===== src/verilog/fdsd_pkg.sv =====
// Shared constants for the FSK demodulator / sync detector and its host.
// Assumes one clock domain; both ends import this package whole.
package fdsd_pkg;

  // ----------------------------------------------------------------
  // Readback word layout
  // ----------------------------------------------------------------
  localparam int RB_W      = 16;
  localparam int STR_W     = 7;
  localparam int STR_LSB   = 1;
  localparam int FGAIN_LSB = 8;
  localparam int AGAIN_LSB = 10;
  localparam int GAIN_W    = 2;

  // ----------------------------------------------------------------
  // Demodulator selection, modes and filter arithmetic
  // ----------------------------------------------------------------
  localparam logic [1:0] DSEL_LINEAR = 2'h0;
  localparam logic [1:0] DSEL_CORR   = 2'h1;
  localparam logic [2:0] MODE_SYNC_A = 3'h2;
  localparam logic [2:0] MODE_SYNC_B = 3'h3;
  localparam int COEF_W     = 10;
  localparam int ACC_W      = 18;
  localparam int COEF_SHIFT = 10;
  localparam int ENV_SHIFT  = 6;
  localparam logic signed [ACC_W-1:0] DEC_LVL = 18'h01000;

  // ----------------------------------------------------------------
  // Clock recovery (32 phases per bit) and sync detection
  // ----------------------------------------------------------------
  localparam int PH_W = 5;
  localparam logic [PH_W-1:0] PH_ZERO = 5'h00;
  localparam logic [PH_W-1:0] PH_ONE  = 5'h01;
  localparam logic [PH_W-1:0] PH_TWO  = 5'h02;
  localparam logic [PH_W-1:0] PH_MID  = 5'h10;
  localparam int SYNC_W = 24;
  localparam logic [4:0] SYNC_LEN [4] = '{5'h0C, 5'h10, 5'h14, 5'h18};
  localparam logic [3:0] LOCK_HOLD = 4'h9;
  localparam logic [3:0] HOLD_LAST = 4'h1;

  // ----------------------------------------------------------------
  // Gain-mode correction and power base (half-dB units, -196 = -98 dBm)
  // ----------------------------------------------------------------
  localparam logic [7:0] GC_HH = 8'h00;
  localparam logic [7:0] GC_MH = 8'h11;
  localparam logic [7:0] GC_MM = 8'h35;
  localparam logic [7:0] GC_ML = 8'h41;
  localparam logic [7:0] GC_LL = 8'h5A;
  localparam logic [7:0] GC_EL = 8'h71;
  localparam logic [9:0] PWR_BASE = 10'h33C;
  localparam int PWR_W = 10;

  // ----------------------------------------------------------------
  // Host register map (AXI4-Lite, byte addresses) and fields
  // ----------------------------------------------------------------
  localparam int ADDR_W = 5;
  localparam logic [ADDR_W-1:0] A_CTRL = 5'h00;
  localparam logic [ADDR_W-1:0] A_COEF = 5'h04;
  localparam logic [ADDR_W-1:0] A_SYNC = 5'h08;
  localparam logic [ADDR_W-1:0] A_STAT = 5'h0C;
  localparam logic [ADDR_W-1:0] A_RXD  = 5'h10;
  localparam int RXEN_BIT = 0;
  localparam int DSEL_LSB = 1;
  localparam int MODE_LSB = 3;
  localparam int SLEN_LSB = 6;
  localparam int TOL_LSB  = 8;
  localparam int PCOEF_LSB = 0;
  localparam int CBW_LSB   = 16;
  localparam int LOCK_BIT  = 16;
  localparam int PWR_LSB   = 22;
  localparam int NSYNC_LSB = 24;
  localparam logic [31:0] CTRL_RST = 32'h00000002;
  localparam logic [31:0] COEF_RST = 32'h00090057;
  localparam logic [31:0] SYNC_RST = 32'h00000000;
  localparam logic [1:0] RESP_OKAY   = 2'h0;
  localparam logic [1:0] RESP_SLVERR = 2'h2;

endpackage


===== src/verilog/fdsd_link_if.sv =====
// Link between the demodulator end and the host end.
// Assumes both ends share aclk; the bench instantiates and joins them.
`timescale 1ns/10ps
interface fdsd_link_if;
  import fdsd_pkg::*;

  // Configuration driven by the host, results driven by the device
  logic                rx_en;
  logic [1:0]          demod_select_field;
  logic [2:0]          demod_mode_field;
  logic [COEF_W-1:0]   post_filter_coeff;
  logic [COEF_W-1:0]   correlator_bw_field;
  logic [1:0]          sync_length_field;
  logic [1:0]          sync_tolerance_field;
  logic [SYNC_W-1:0]   sync_word;
  logic                rx_data;
  logic                rx_dclk;
  logic                int_lock;
  logic [RB_W-1:0]     readback;

  modport dev (
    input  rx_en, demod_select_field, demod_mode_field, post_filter_coeff,
           correlator_bw_field, sync_length_field, sync_tolerance_field,
           sync_word,
    output rx_data, rx_dclk, int_lock, readback
  );
  modport host (
    output rx_en, demod_select_field, demod_mode_field, post_filter_coeff,
           correlator_bw_field, sync_length_field, sync_tolerance_field,
           sync_word,
    input  rx_data, rx_dclk, int_lock, readback
  );
endinterface


===== src/verilog/fdsd_device.sv =====
// Receive back-end: demodulators, post filter, slicer, clock recovery,
// sync word detection and strength readback.
// Assumes limited I/Q samples one per aclk and a 32x data-rate strobe.
//
// Functional notes
// Strength code sits in readback bits 7..1
// Readback also carries both gain codes
// Host: power = -98 dBm + (code+corr)/2
// Host: correction table from the gain codes
// Select 01 uses the correlator path
// Select 00 uses the linear path
// Two tone correlators, bit by magnitude compare
// Second-order low-pass, 10-bit cutoff coefficient
// Host programs coefficient from cutoff and clock
// Correlator slicer threshold fixed at zero
// 32x oversampled clock-recovery loop resyncs bits
// Correlator bandwidth set by 10-bit field
// Linear: discriminator, averaging, envelope, threshold
// Linear slicer feeds the same recovery loop
// Linear reuses same filter and coefficient
// In receive, sync match asserts lock output
// Lock drops after nine recovered bit clocks
// Sync detection only in modes 010, 011
// Sync length 12, 16, 20 or 24 bits
// Transmitter sends sync word MSB first
// Accept match with up to tolerance errors
// Length codes ascend: 12, 16, 20, 24
// Compare low word bits with newest bits
`timescale 1ns/10ps
module fdsd_device
  import fdsd_pkg::*;
(
  input  wire logic              aclk,
  input  wire logic              aresetn,
  input  wire logic              iq_i,
  input  wire logic              iq_q,
  input  wire logic              os_tick,
  input  wire logic [STR_W-1:0]  strength_code,
  input  wire logic [GAIN_W-1:0] front_amp_gain_code,
  input  wire logic [GAIN_W-1:0] chan_filter_gain_code,
  fdsd_link_if.dev               lnk
);

  // ----------------------------------------------------------------
  // Helpers
  // ----------------------------------------------------------------

  // One first-order section; two in cascade make the second-order filter
  function automatic logic signed [ACC_W-1:0] lpf_step(
    input logic signed [ACC_W-1:0] y,
    input logic signed [ACC_W-1:0] x,
    input logic [COEF_W-1:0]       k
  );
    logic signed [ACC_W+11:0] d;
    logic signed [ACC_W+11:0] p;
    d = {{12{x[ACC_W-1]}}, x} - {{12{y[ACC_W-1]}}, y};
    p = d * $signed({{(ACC_W+2){1'b0}}, k});
    return y + p[ACC_W+COEF_SHIFT-1:COEF_SHIFT];
  endfunction

  // Number of mismatched bits in the compared window
  function automatic logic [4:0] popcnt(input logic [SYNC_W-1:0] v);
    logic [4:0] c;
    c = '0;
    for (int i = 0; i < SYNC_W; i++) begin
      c = c + {4'h0, v[i]};
    end
    return c;
  endfunction

  // ----------------------------------------------------------------
  // State
  // ----------------------------------------------------------------
  typedef struct packed {
    logic                    i_p;
    logic                    q_p;
    logic [COEF_W-1:0]       win_cnt;
    logic [COEF_W-1:0]       up_cnt;
    logic [COEF_W-1:0]       dn_cnt;
    logic signed [ACC_W-1:0] corr_x;
    logic signed [ACC_W-1:0] y1;
    logic signed [ACC_W-1:0] y2;
    logic signed [ACC_W-1:0] env_hi;
    logic signed [ACC_W-1:0] env_lo;
    logic                    slice;
    logic                    sl_prev;
    logic [PH_W-1:0]         phase;
    logic                    bit_val;
    logic                    bit_clk;
    logic [SYNC_W-1:0]       shreg;
    logic [3:0]              hold;
    logic                    lock;
    logic [RB_W-1:0]         rb;
  } fdsd_dev_st_t;

  fdsd_dev_st_t            st_r;
  fdsd_dev_st_t            st_nxt;
  logic                    pos;
  logic                    neg;
  logic                    corr_sel;
  logic                    win_end;
  logic                    sync_on;
  logic                    bit_ev;
  logic [PH_W-1:0]         step;
  logic signed [ACC_W-1:0] x_in;
  logic signed [ACC_W:0]   env_sum;
  logic signed [ACC_W-1:0] thr;
  logic [31:0]             mask32;
  logic [SYNC_W-1:0]       sh_new;
  logic [4:0]              mism;

  // ----------------------------------------------------------------
  // Next-state logic
  // ----------------------------------------------------------------
  always_comb begin
    st_nxt  = st_r;
    // Rotation sense of the limited I/Q phasor: +1, -1 or none
    pos     = ~(st_r.i_p ^ iq_q) & (st_r.q_p ^ iq_i);
    neg     = (st_r.i_p ^ iq_q) & ~(st_r.q_p ^ iq_i);
    corr_sel = (lnk.demod_select_field == DSEL_CORR);
    win_end = ({1'b0, st_r.win_cnt} + 11'h001)
              >= {1'b0, lnk.correlator_bw_field};
    sync_on = lnk.rx_en &&
              (lnk.demod_mode_field == MODE_SYNC_A ||
               lnk.demod_mode_field == MODE_SYNC_B);
    bit_ev  = 1'b0;
    step    = PH_ONE;
    mask32  = (32'h00000001 << SYNC_LEN[lnk.sync_length_field])
              - 32'h00000001;
    sh_new  = {st_r.shreg[SYNC_W-2:0], st_r.slice};
    mism    = popcnt((sh_new ^ lnk.sync_word)
                     & mask32[SYNC_W-1:0]);
    st_nxt.i_p = iq_i;
    st_nxt.q_p = iq_q;

    // Tone correlators: count each rotation sense over a window
    if (win_end) begin
      st_nxt.corr_x  = (st_r.up_cnt > st_r.dn_cnt)
                       ? DEC_LVL : -DEC_LVL;
      st_nxt.up_cnt  = '0;
      st_nxt.dn_cnt  = '0;
      st_nxt.win_cnt = '0;
    end else begin
      st_nxt.up_cnt  = st_r.up_cnt + {9'h000, pos};
      st_nxt.dn_cnt  = st_r.dn_cnt + {9'h000, neg};
      st_nxt.win_cnt = st_r.win_cnt + 10'h001;
    end

    // Path select: correlator decision or linear discriminator
    if (corr_sel) begin
      x_in = st_r.corr_x;
    end else if (pos) begin
      x_in = DEC_LVL;
    end else if (neg) begin
      x_in = -DEC_LVL;
    end else begin
      x_in = '0;
    end

    // Shared post filter for both paths
    st_nxt.y1 = lpf_step(st_r.y1, x_in, lnk.post_filter_coeff);
    st_nxt.y2 = lpf_step(st_r.y2, st_r.y1,
                         lnk.post_filter_coeff);

    // Envelope tracker; peaks decay slowly so long runs do not collapse it
    if (st_r.y2 > st_r.env_hi) begin
      st_nxt.env_hi = st_r.y2;
    end else begin
      st_nxt.env_hi = st_r.env_hi
                      - ((st_r.env_hi - st_r.y2) >>> ENV_SHIFT);
    end
    if (st_r.y2 < st_r.env_lo) begin
      st_nxt.env_lo = st_r.y2;
    end else begin
      st_nxt.env_lo = st_r.env_lo
                      + ((st_r.y2 - st_r.env_lo) >>> ENV_SHIFT);
    end
    env_sum = {st_r.env_hi[ACC_W-1], st_r.env_hi}
              + {st_r.env_lo[ACC_W-1], st_r.env_lo};
    thr     = env_sum[ACC_W:1];

    // Slicer: zero threshold for correlator, envelope midpoint for linear
    if (corr_sel) begin
      st_nxt.slice = ~st_r.y2[ACC_W-1];
    end else begin
      st_nxt.slice = (st_r.y2 > thr);
    end

    // Recovery loop: edges pull the phase toward bit boundaries
    if (os_tick) begin
      st_nxt.sl_prev = st_r.slice;
      if (st_r.slice != st_r.sl_prev && st_r.phase != PH_ZERO) begin
        step = (st_r.phase < PH_MID) ? PH_ZERO : PH_TWO;
      end
      st_nxt.phase   = st_r.phase + step;
      bit_ev         = (st_r.phase < PH_MID) &&
                       (st_r.phase + step >= PH_MID);
      st_nxt.bit_clk = st_nxt.phase[PH_W-1];
    end

    // Sync search runs once per recovered bit
    if (!sync_on) begin
      st_nxt.lock = 1'b0;
      st_nxt.hold = '0;
    end
    if (bit_ev) begin
      st_nxt.bit_val = st_r.slice;
      st_nxt.shreg   = sh_new;
      if (sync_on && mism <= {3'h0, lnk.sync_tolerance_field}) begin
        st_nxt.lock = 1'b1;
        st_nxt.hold = LOCK_HOLD;
      end else if (st_r.lock) begin
        st_nxt.hold = st_r.hold - 4'h1;
        if (st_r.hold == HOLD_LAST) begin
          st_nxt.lock = 1'b0;
        end
      end
    end

    // Readback word, low and unused bits read zero
    st_nxt.rb = '0;
    st_nxt.rb[STR_LSB +: STR_W]    = strength_code;
    st_nxt.rb[FGAIN_LSB +: GAIN_W] = chan_filter_gain_code;
    st_nxt.rb[AGAIN_LSB +: GAIN_W] = front_amp_gain_code;
  end

  // ----------------------------------------------------------------
  // State register
  // ----------------------------------------------------------------
  always_ff @(posedge aclk) begin
    if (!aresetn) begin
      st_r <= '0;
    end else begin
      st_r <= st_nxt;
    end
  end

  // Outputs straight from the state register
  assign lnk.rx_data  = st_r.bit_val;
  assign lnk.rx_dclk  = st_r.bit_clk;
  assign lnk.int_lock = st_r.lock;
  assign lnk.readback = st_r.rb;

endmodule


===== src/flat_wrapper.sv =====
// flat-port wrapper written by rule: the top's interface ports become plain ports
module fdsd_device_flat import fdsd_pkg::*;
  (aclk, aresetn, iq_i, iq_q, os_tick, strength_code, front_amp_gain_code, chan_filter_gain_code, lnk_rx_en, lnk_demod_select_field, lnk_demod_mode_field, lnk_post_filter_coeff, lnk_correlator_bw_field, lnk_sync_length_field, lnk_sync_tolerance_field, lnk_sync_word, lnk_rx_data, lnk_rx_dclk, lnk_int_lock, lnk_readback);
  fdsd_link_if lnk_i ();
  input  wire logic aclk;
  input  wire logic aresetn;
  input  wire logic iq_i;
  input  wire logic iq_q;
  input  wire logic os_tick;
  input  wire logic [STR_W-1:0] strength_code;
  input  wire logic [GAIN_W-1:0] front_amp_gain_code;
  input  wire logic [GAIN_W-1:0] chan_filter_gain_code;
  input wire logic [$bits(lnk_i.rx_en)-1:0] lnk_rx_en;
  input wire logic [$bits(lnk_i.demod_select_field)-1:0] lnk_demod_select_field;
  input wire logic [$bits(lnk_i.demod_mode_field)-1:0] lnk_demod_mode_field;
  input wire logic [$bits(lnk_i.post_filter_coeff)-1:0] lnk_post_filter_coeff;
  input wire logic [$bits(lnk_i.correlator_bw_field)-1:0] lnk_correlator_bw_field;
  input wire logic [$bits(lnk_i.sync_length_field)-1:0] lnk_sync_length_field;
  input wire logic [$bits(lnk_i.sync_tolerance_field)-1:0] lnk_sync_tolerance_field;
  input wire logic [$bits(lnk_i.sync_word)-1:0] lnk_sync_word;
  output wire logic [$bits(lnk_i.rx_data)-1:0] lnk_rx_data;
  output wire logic [$bits(lnk_i.rx_dclk)-1:0] lnk_rx_dclk;
  output wire logic [$bits(lnk_i.int_lock)-1:0] lnk_int_lock;
  output wire logic [$bits(lnk_i.readback)-1:0] lnk_readback;
  assign lnk_i.rx_en = lnk_rx_en;
  assign lnk_i.demod_select_field = lnk_demod_select_field;
  assign lnk_i.demod_mode_field = lnk_demod_mode_field;
  assign lnk_i.post_filter_coeff = lnk_post_filter_coeff;
  assign lnk_i.correlator_bw_field = lnk_correlator_bw_field;
  assign lnk_i.sync_length_field = lnk_sync_length_field;
  assign lnk_i.sync_tolerance_field = lnk_sync_tolerance_field;
  assign lnk_i.sync_word = lnk_sync_word;
  assign lnk_rx_data = lnk_i.rx_data;
  assign lnk_rx_dclk = lnk_i.rx_dclk;
  assign lnk_int_lock = lnk_i.int_lock;
  assign lnk_readback = lnk_i.readback;
  fdsd_device u_core (.aclk(aclk), .aresetn(aresetn), .iq_i(iq_i), .iq_q(iq_q), .os_tick(os_tick), .strength_code(strength_code), .front_amp_gain_code(front_amp_gain_code), .chan_filter_gain_code(chan_filter_gain_code), .lnk(lnk_i));
endmodule

===== config.mk =====
export PLATFORM = sky130hd
export DESIGN_NAME = fdsd_device_flat
export DESIGN_NICKNAME = d
export VERILOG_FILES = /design/src/verilog/fdsd_pkg.sv /design/src/verilog/fdsd_link_if.sv /design/src/verilog/fdsd_device.sv /design/src/flat_wrapper.sv
export SDC_FILE = /design/constraint.sdc
export NUM_CORES = 2
export LEC_CHECK = 0
export BUFFER_PORTS_ARGS = -buffer_cell sky130_fd_sc_hd__clkbuf_2
export CORE_UTILIZATION = 39
export DETAILED_ROUTE_END_ITERATION = 6
export SLEW_MARGIN = 20
export SYNTH_ARGS = -nofsm -noshare
export SYNTH_HDL_FRONTEND = slang
export SYNTH_SLANG_ARGS = --single-unit

===== constraint.sdc =====
create_clock -name aclk -period 12.1 [get_ports aclk]
set_clock_uncertainty 0.05 [all_clocks]
set_input_delay 3.025 -clock aclk [delete_from_list [all_inputs] [get_ports aclk]]
set_output_delay 3.025 -clock aclk [all_outputs]
set_load 0.1 [all_outputs]

# After elaboration in Yosys (flattened, before gate mapping)
# Index checks and enable logic that the tools add are counted.
[totals]
wordCells = 113
reg_bits = 176
inputBits = 70
out_inout_bits = 19
[classes]
shift = 1
reduce_logical = 7
n_mux = 19
eq_ne = 5
order_cmp = 9
addsub = 39
n_mul = 2
bitwise = 11
[op_table]
columns = ["operator", "count"]
rows = [
  ["adder 5 x 1 -> 5 bit", 22],
  ["two-way mux 18 bit", 6],
  ["multiplier 30 x 11 -> 28 bit", 2],
  ["subtractor 18 x 18 -> 19 bit", 2],
  ["adder 18 bit", 2],
  ["> comparator 18 bit", 2],
  ["subtractor 18 bit", 2],
  ["two-way mux 5 bit", 7],
  ["two-way mux 29 bit", 1],
  ["bitwise AND 24 bit", 1],
  ["left shift 1 x 5 -> 24 bit (first input constant)", 1],
  ["subtractor 24 x 1 -> 24 bit (second input constant)", 1],
  ["XOR 24 bit", 1],
  ["adder 10 x 1 -> 10 bit", 2],
  ["adder 18 x 18 -> 19 bit", 1],
  ["adder 18 x 12 -> 18 bit", 1],
  ["less-than comparator 18 bit", 1],
  ["subtractor 18 x 12 -> 18 bit", 1],
  ["adder 10 x 1 -> 11 bit (second input constant)", 1],
  [">= comparator 11 x 10 -> 1 bit", 1],
  ["adder 10 x 1 -> 10 bit (second input constant)", 1],
  ["binary-select mux 5 bit (select 2 bit)", 1],
  ["> comparator 10 bit", 1],
  ["equality test 3 x 2 -> 1 bit (second input constant)", 2],
  ["20 further kinds", 30],
]

# Depth between registers and ports, before layout
[depth]
ltp_word = 34
mapped_depth = 44

# Worst setup path after synthesis
# Ideal clock, no wire load.
[synth_path]
path_type = "input -> register"
start = "in lnk_demod_select_field[1]"
end = "reg u_core.st_r[125] (netlist name)"
path_stages = 32
setup_time_ps = 131
required_ps = 11919
n_path_buf = 0
slack_ps = 1569
t_arrival_ps = 10350
path_cell_list = "nand2b_1 > mux2_2 > ha_1 > and2_1 > o21ai_0 > o311a_1 > nor2_1 > o22ai_1 > and2_1 > inv_1 > fa_1 > inv_1 > fa_1 > fa_1 > fa_1 > inv_1 > fa_1 > inv_1 > ha_1 > or2_2 > a21oi_1 > a21oi_1 > a21o_1 > a211oi_1 > nor2_1 > ha_1 > nor2b_1 > a311o_1 > a21oi_1 > xnor2_1 > nand3_1 > nor3b_1"
[synth_between]
elab_chain_cells = 5
[synth_rtl]
columns = ["element", "line", "text"]
rows = [
  ["from (decl)", "flat_wrapper.sv:14", "input wire logic [$bits(lnk_i.demod_select_field)-1:0] lnk_demod_select_field;"],
  ["equality test 2 x 1 -> 1 bit", "fdsd_device.sv:120", "corr_sel = (lnk.demod_select_field == DSEL_CORR);"],
  ["two-way mux 18 bit", "fdsd_device.sv:150", "if (corr_sel) begin"],
  ["subtractor 18 x 18 -> 19 bit", "fdsd_device.sv:56", "d = {{12{x[ACC_W-1]}}, x} - {{12{y[ACC_W-1]}}, y};"],
  ["multiplier 30 x 11 -> 28 bit", "fdsd_device.sv:57", "p = d * $signed({{(ACC_W+2){1'b0}}, k});"],
  ["adder 18 bit", "fdsd_device.sv:58", "return y + p[ACC_W+COEF_SHIFT-1:COEF_SHIFT];"],
  ["to (signal assigned)", "fdsd_device.sv:234", "st_r <= st_nxt;"],
  ["to (decl)", "fdsd_device.sv:96", "fdsd_dev_st_t st_r;"],
]
# Every way passes these cells.
# A chain may end at the register's enable or synchronous reset.

# Final worst setup path
[layout_path]
start = "in iq_i"
end = "reg u_core.st_r[125] (netlist name)"
[layout_between]
elab_chain_cells = 9
word_cells_on_any_way = 10
classes_between = "add/sub (2); mul (1); mux (3); bitwise (4)"
[layout_rtl]
columns = ["element", "line", "text"]
rows = [
  ["from (decl)", "flat_wrapper.sv:7", "input wire logic iq_i;"],
  ["XOR 1 bit (*)", "fdsd_device.sv:118, fdsd_device.sv:119", ""],
  ["NOT 1 bit", "fdsd_device.sv:119", "neg = (st_r.i_p ^ iq_q) & ~(st_r.q_p ^ iq_i);"],
  ["bitwise AND 1 bit", "fdsd_device.sv:119", ""],
  ["two-way mux 18 bit", "fdsd_device.sv:154", "end else if (neg) begin"],
  ["two-way mux 18 bit (*)", "fdsd_device.sv:152", "end else if (pos) begin"],
  ["two-way mux 18 bit (*)", "fdsd_device.sv:150", ""],
  ["subtractor 18 x 18 -> 19 bit (*)", "fdsd_device.sv:56", ""],
  ["multiplier 30 x 11 -> 28 bit (*)", "fdsd_device.sv:57", ""],
  ["adder 18 bit (*)", "fdsd_device.sv:58", ""],
]
# Every way passes the cells marked *; elsewhere a longest branch is shown, timed or not.

==> Implementation_results.wiki <==
{| class="wikitable"
! Metric !! Value
|-
| Clock transition at the registers of the reported paths || 70 ps
|-
| Max Fclk || 0.0924 GHz
|-
| Remaining design rule violation count || 0
|-
| Tcrit/Tclk final || 89.5%
|-
| Clock tree buffer depth || 2
|-
| CTS buffer count || 17
|-
| Post-synth EDFFs || 0
|-
| Synthesis-to-layout area growth || 7.59%
|-
| CP max-delay cell || sky130_fd_sc_hd__fa_1
|-
| First DRT Iteration DRCs || 674
|-
| RSZ-0062 raised after global routing || false
|-
| Die height || 260 um
|-
| TritonCTS clock tree || done
|-
| Number of global-route vias before repair || 19,720
|-
| Maximum cell stage delay along the critical path || 540 ps
|-
| Async set-reset flop share out of synthesis || 0%
|-
| Hold WC Path Type || flip-flop to flip-flop
|-
| Post-CTS setup buffer count || 0
|-
| Synth warnings || 0
|-
| CTS HTree Levels || 4
|-
| Total of flip-flops plus latches after synthesis || 152
|-
| Critical Path End Type || flip-flop
|-
| Clock root buffer || sky130_fd_sc_hd__clkbuf_16
|-
| Average footprint of a synthesized cell || 8.49 sq um
|-
| Status || completed
|-
| Largest fanout of any net on the critical path || 7
|-
| First-pass GRT wire length || 96.2 mm
|-
| Maximum number of pins on one net before global-route repair || 63
|-
| Number of failing setup endpoints in the final timing report || 0
|-
| Gpl congestion || 0.793
|-
| Count of antenna-violating nets left after detailed routing || 0
|-
| Hold slack final || 418 ps
|-
| Total negative setup slack || 0 ps
|-
| 1st-pass router iterations || 5
|-
| Detailed-route via count || 19,360
|-
| Overall die area || 67,400 sq um
|-
| Global-route usage over all layers || 17.6%
|-
| Period minus WS final || 10,830 ps
|-
| Measured slew at the worst slew-check pin || 1110 ps
|-
| Bufs and invs on worst path || 5
|-
| Number of sinks on the clock net || 152
|-
| Slew margin rel. || 25.5%
|-
| Cell class contributing the biggest share of worst-path delay || adder cells
|-
| Worst Setup Path Type || input port to flip-flop
|-
| Average routed wire per standard cell || 14.3 um
|-
| Post-synth design cell area || 25,900 sq um
|-
| Part of the Yosys area used for sequential elements || 11.8%
|-
| Crit path required time || 12,350 ps
|-
| Core Box Area || 65,700 sq um
|-
| Placed wire-length estimate after detailed placement || 46.6 mm
|-
| Count of buffers inserted at the top-level ports || 82
|-
| Starting density of the core || 39.4%
|-
| Number of primary I/O pins || 89
|-
| Number of hold-slack violations in the final timing report || 0
|-
| Detailed-route vias per instance || 4.86
|-
| Initial antenna violation count || 0
|-
| CP Data Arrival Time || 11,080 ps
|-
| Clock latency on the worst-skew pair || 450 ps
|-
| Unique masters post-synth || 75
|-
| Main flop type after synthesis || sky130_fd_sc_hd__dfxtp_1
|-
| Hold buffers post-CTS || 0
|-
| Slew Viols, Final || 0
|-
| Fraction of layout instances using a drive strength above 1 || 5.78%
|-
| Max-cap violation count || 0
|-
| Routed Wire Length || 57.0 mm
|-
| Cells after synthesis || 3,049
|-
| Die W || 260 um
|-
| Sum of overflow across all layers after global routing || 0
|-
| Post-CTS sizing || 0
|-
| Total number of placement rows || 94
|-
| Element type at the critical path start || input port
|-
| Net count, final || 3,838
|}
-- metrics by stage --
step / instances / util (%) / setup slack [ps] / cell area (sq um)
after floorplan: 3054 / - / 1570 / 25900
after global placement: 3949 / 41.5 / 791 / 27300
after detailed placement: 3949 / 41.5 / 745 / 27300
after CTS: 3980 / 42.4 / 1220 / 27800
after global routing: 3980 / 42.4 / 612 / 27800
final: 3981 / 42.4 / 1270 / 27800
-- synthesized netlist by cell type, types with 8 or more instances --
library cell	count	area share, %
sky130_fd_sc_hd__ha_1	320	15
sky130_fd_sc_hd__nand4_1	9	0.22
sky130_fd_sc_hd__o21bai_1	18	0.52
sky130_fd_sc_hd__o21ai_0	55	1.1
sky130_fd_sc_hd__and2_1	196	4.7
sky130_fd_sc_hd__inv_1	552	8.0
sky130_fd_sc_hd__mux2i_1	36	1.4
sky130_fd_sc_hd__nor2_1	193	2.8
sky130_fd_sc_hd__a21o_1	47	1.4
sky130_fd_sc_hd__fa_1	344	27
sky130_fd_sc_hd__nor2b_1	38	0.92
sky130_fd_sc_hd__dfxtp_1	152	12
sky130_fd_sc_hd__a31oi_1	14	0.34
sky130_fd_sc_hd__nor3_1	37	0.72
sky130_fd_sc_hd__mux2_2	8	0.35
sky130_fd_sc_hd__xnor2_1	151	5.1
sky130_fd_sc_hd__xor2_1	66	2.2
sky130_fd_sc_hd__buf_1	8	0.12
sky130_fd_sc_hd__or2_2	10	0.24
sky130_fd_sc_hd__a21oi_1	126	2.4
sky130_fd_sc_hd__clkbuf_1	57	0.83
sky130_fd_sc_hd__nand3_1	48	0.93
sky130_fd_sc_hd__nand2b_1	20	0.48
sky130_fd_sc_hd__and3_1	13	0.31
sky130_fd_sc_hd__buf_4	17	0.49
sky130_fd_sc_hd__o31ai_1	13	0.38
sky130_fd_sc_hd__o21a_1	30	0.87
sky130_fd_sc_hd__nand2_1	330	4.8
sky130_fd_sc_hd__a211oi_1	16	0.46
sky130_fd_sc_hd__or3_1	17	0.41
-- routing by layer --
layer  GRT usage, %  wire (um)  vias up
met1           22.9      27400     9395
met4           2.61        323        0
li1               -          -     9780
met5              0          0        -
met3           1.83       1100       24
met2           31.8      28200      161
-- final cells by class --
| cell class | count | area (sq um) |
|---|---|---|
| fill | 6640 | 37900 |
| antenna | 1 | 2.50 |
| clock buffer | 22 | 464 |
| multi-input combinational | 2263 | 20400 |
| inverter | 553 | 2080 |
| clock inverter | 9 | 115 |
| tap | 864 | 1080 |
| timing repair buffer | 117 | 673 |
| sequential | 152 | 3040 |
-- layout by cell type, fill, tap and decap left out, drive strengths merged, types with 35 or more instances in the layout --
cell type,n
a21o,47
a21oi,126
and2,196
buf,35
clkbuf,104
dfxtp,152
fa,344
ha,320
inv,556
mux2i,36
nand2,330
nand3,48
nor2,193
nor2b,38
nor3,37
o21ai,59
xnor2,151
xor2,66
-- worst reg2reg max path, delay by kind of cell (launching register included) --
| family | cells | cell delay [ps] |
|---|---|---|
| AOI/OAI and AO/OA | 17 | 3010 |
| buffers and inverters | 4 | 340 |
| xor gates and xnor gates | 3 | 1120 |
| adders and majority gates | 8 | 3460 |
| DFF | 1 | 550 |
| and+or+nand+nor | 7 | 1160 |
-- registers in the layout, indices dropped and copies added, names as in the netlist --
| register | count |
|---|---|
| u_core.lnk.int_lock | 1 |
| u_core.lnk.readback | 11 |
| u_core.lnk.rx_dclk | 1 |
| u_core.sh_new | 24 |
| u_core.st_r | 115 |
-- cells by family after synthesis --
logic type / synth area share [%]
compound gates: 10.1
xor+xnor: 7.43
fa+ha+maj: 42.1
buf+inv: 9.56
flops: 11.8
mux: 1.74
other cells: 0.0290
simple gates: 17.3
-- final timing paths --
| check | cells after the start | slack [ps] | startpoint | endpoint |
|---|---|---|---|---|
| setup / recovery | 40 | 1270 | iq_i | u_core.st_r[125] |
| hold / removal | 2 | 420 | u_core.sh_new[23] | u_core.sh_new[23] |
| setup reg to reg | 39 | 2260 | u_core.st_r[91] | u_core.st_r[107] |
| hold reg to reg | 2 | 420 | u_core.sh_new[23] | u_core.sh_new[23] |
Power is left out: the tool's default activity adds up to more than one toggle a clock period on the data nets, which glitch-free logic cannot reach.
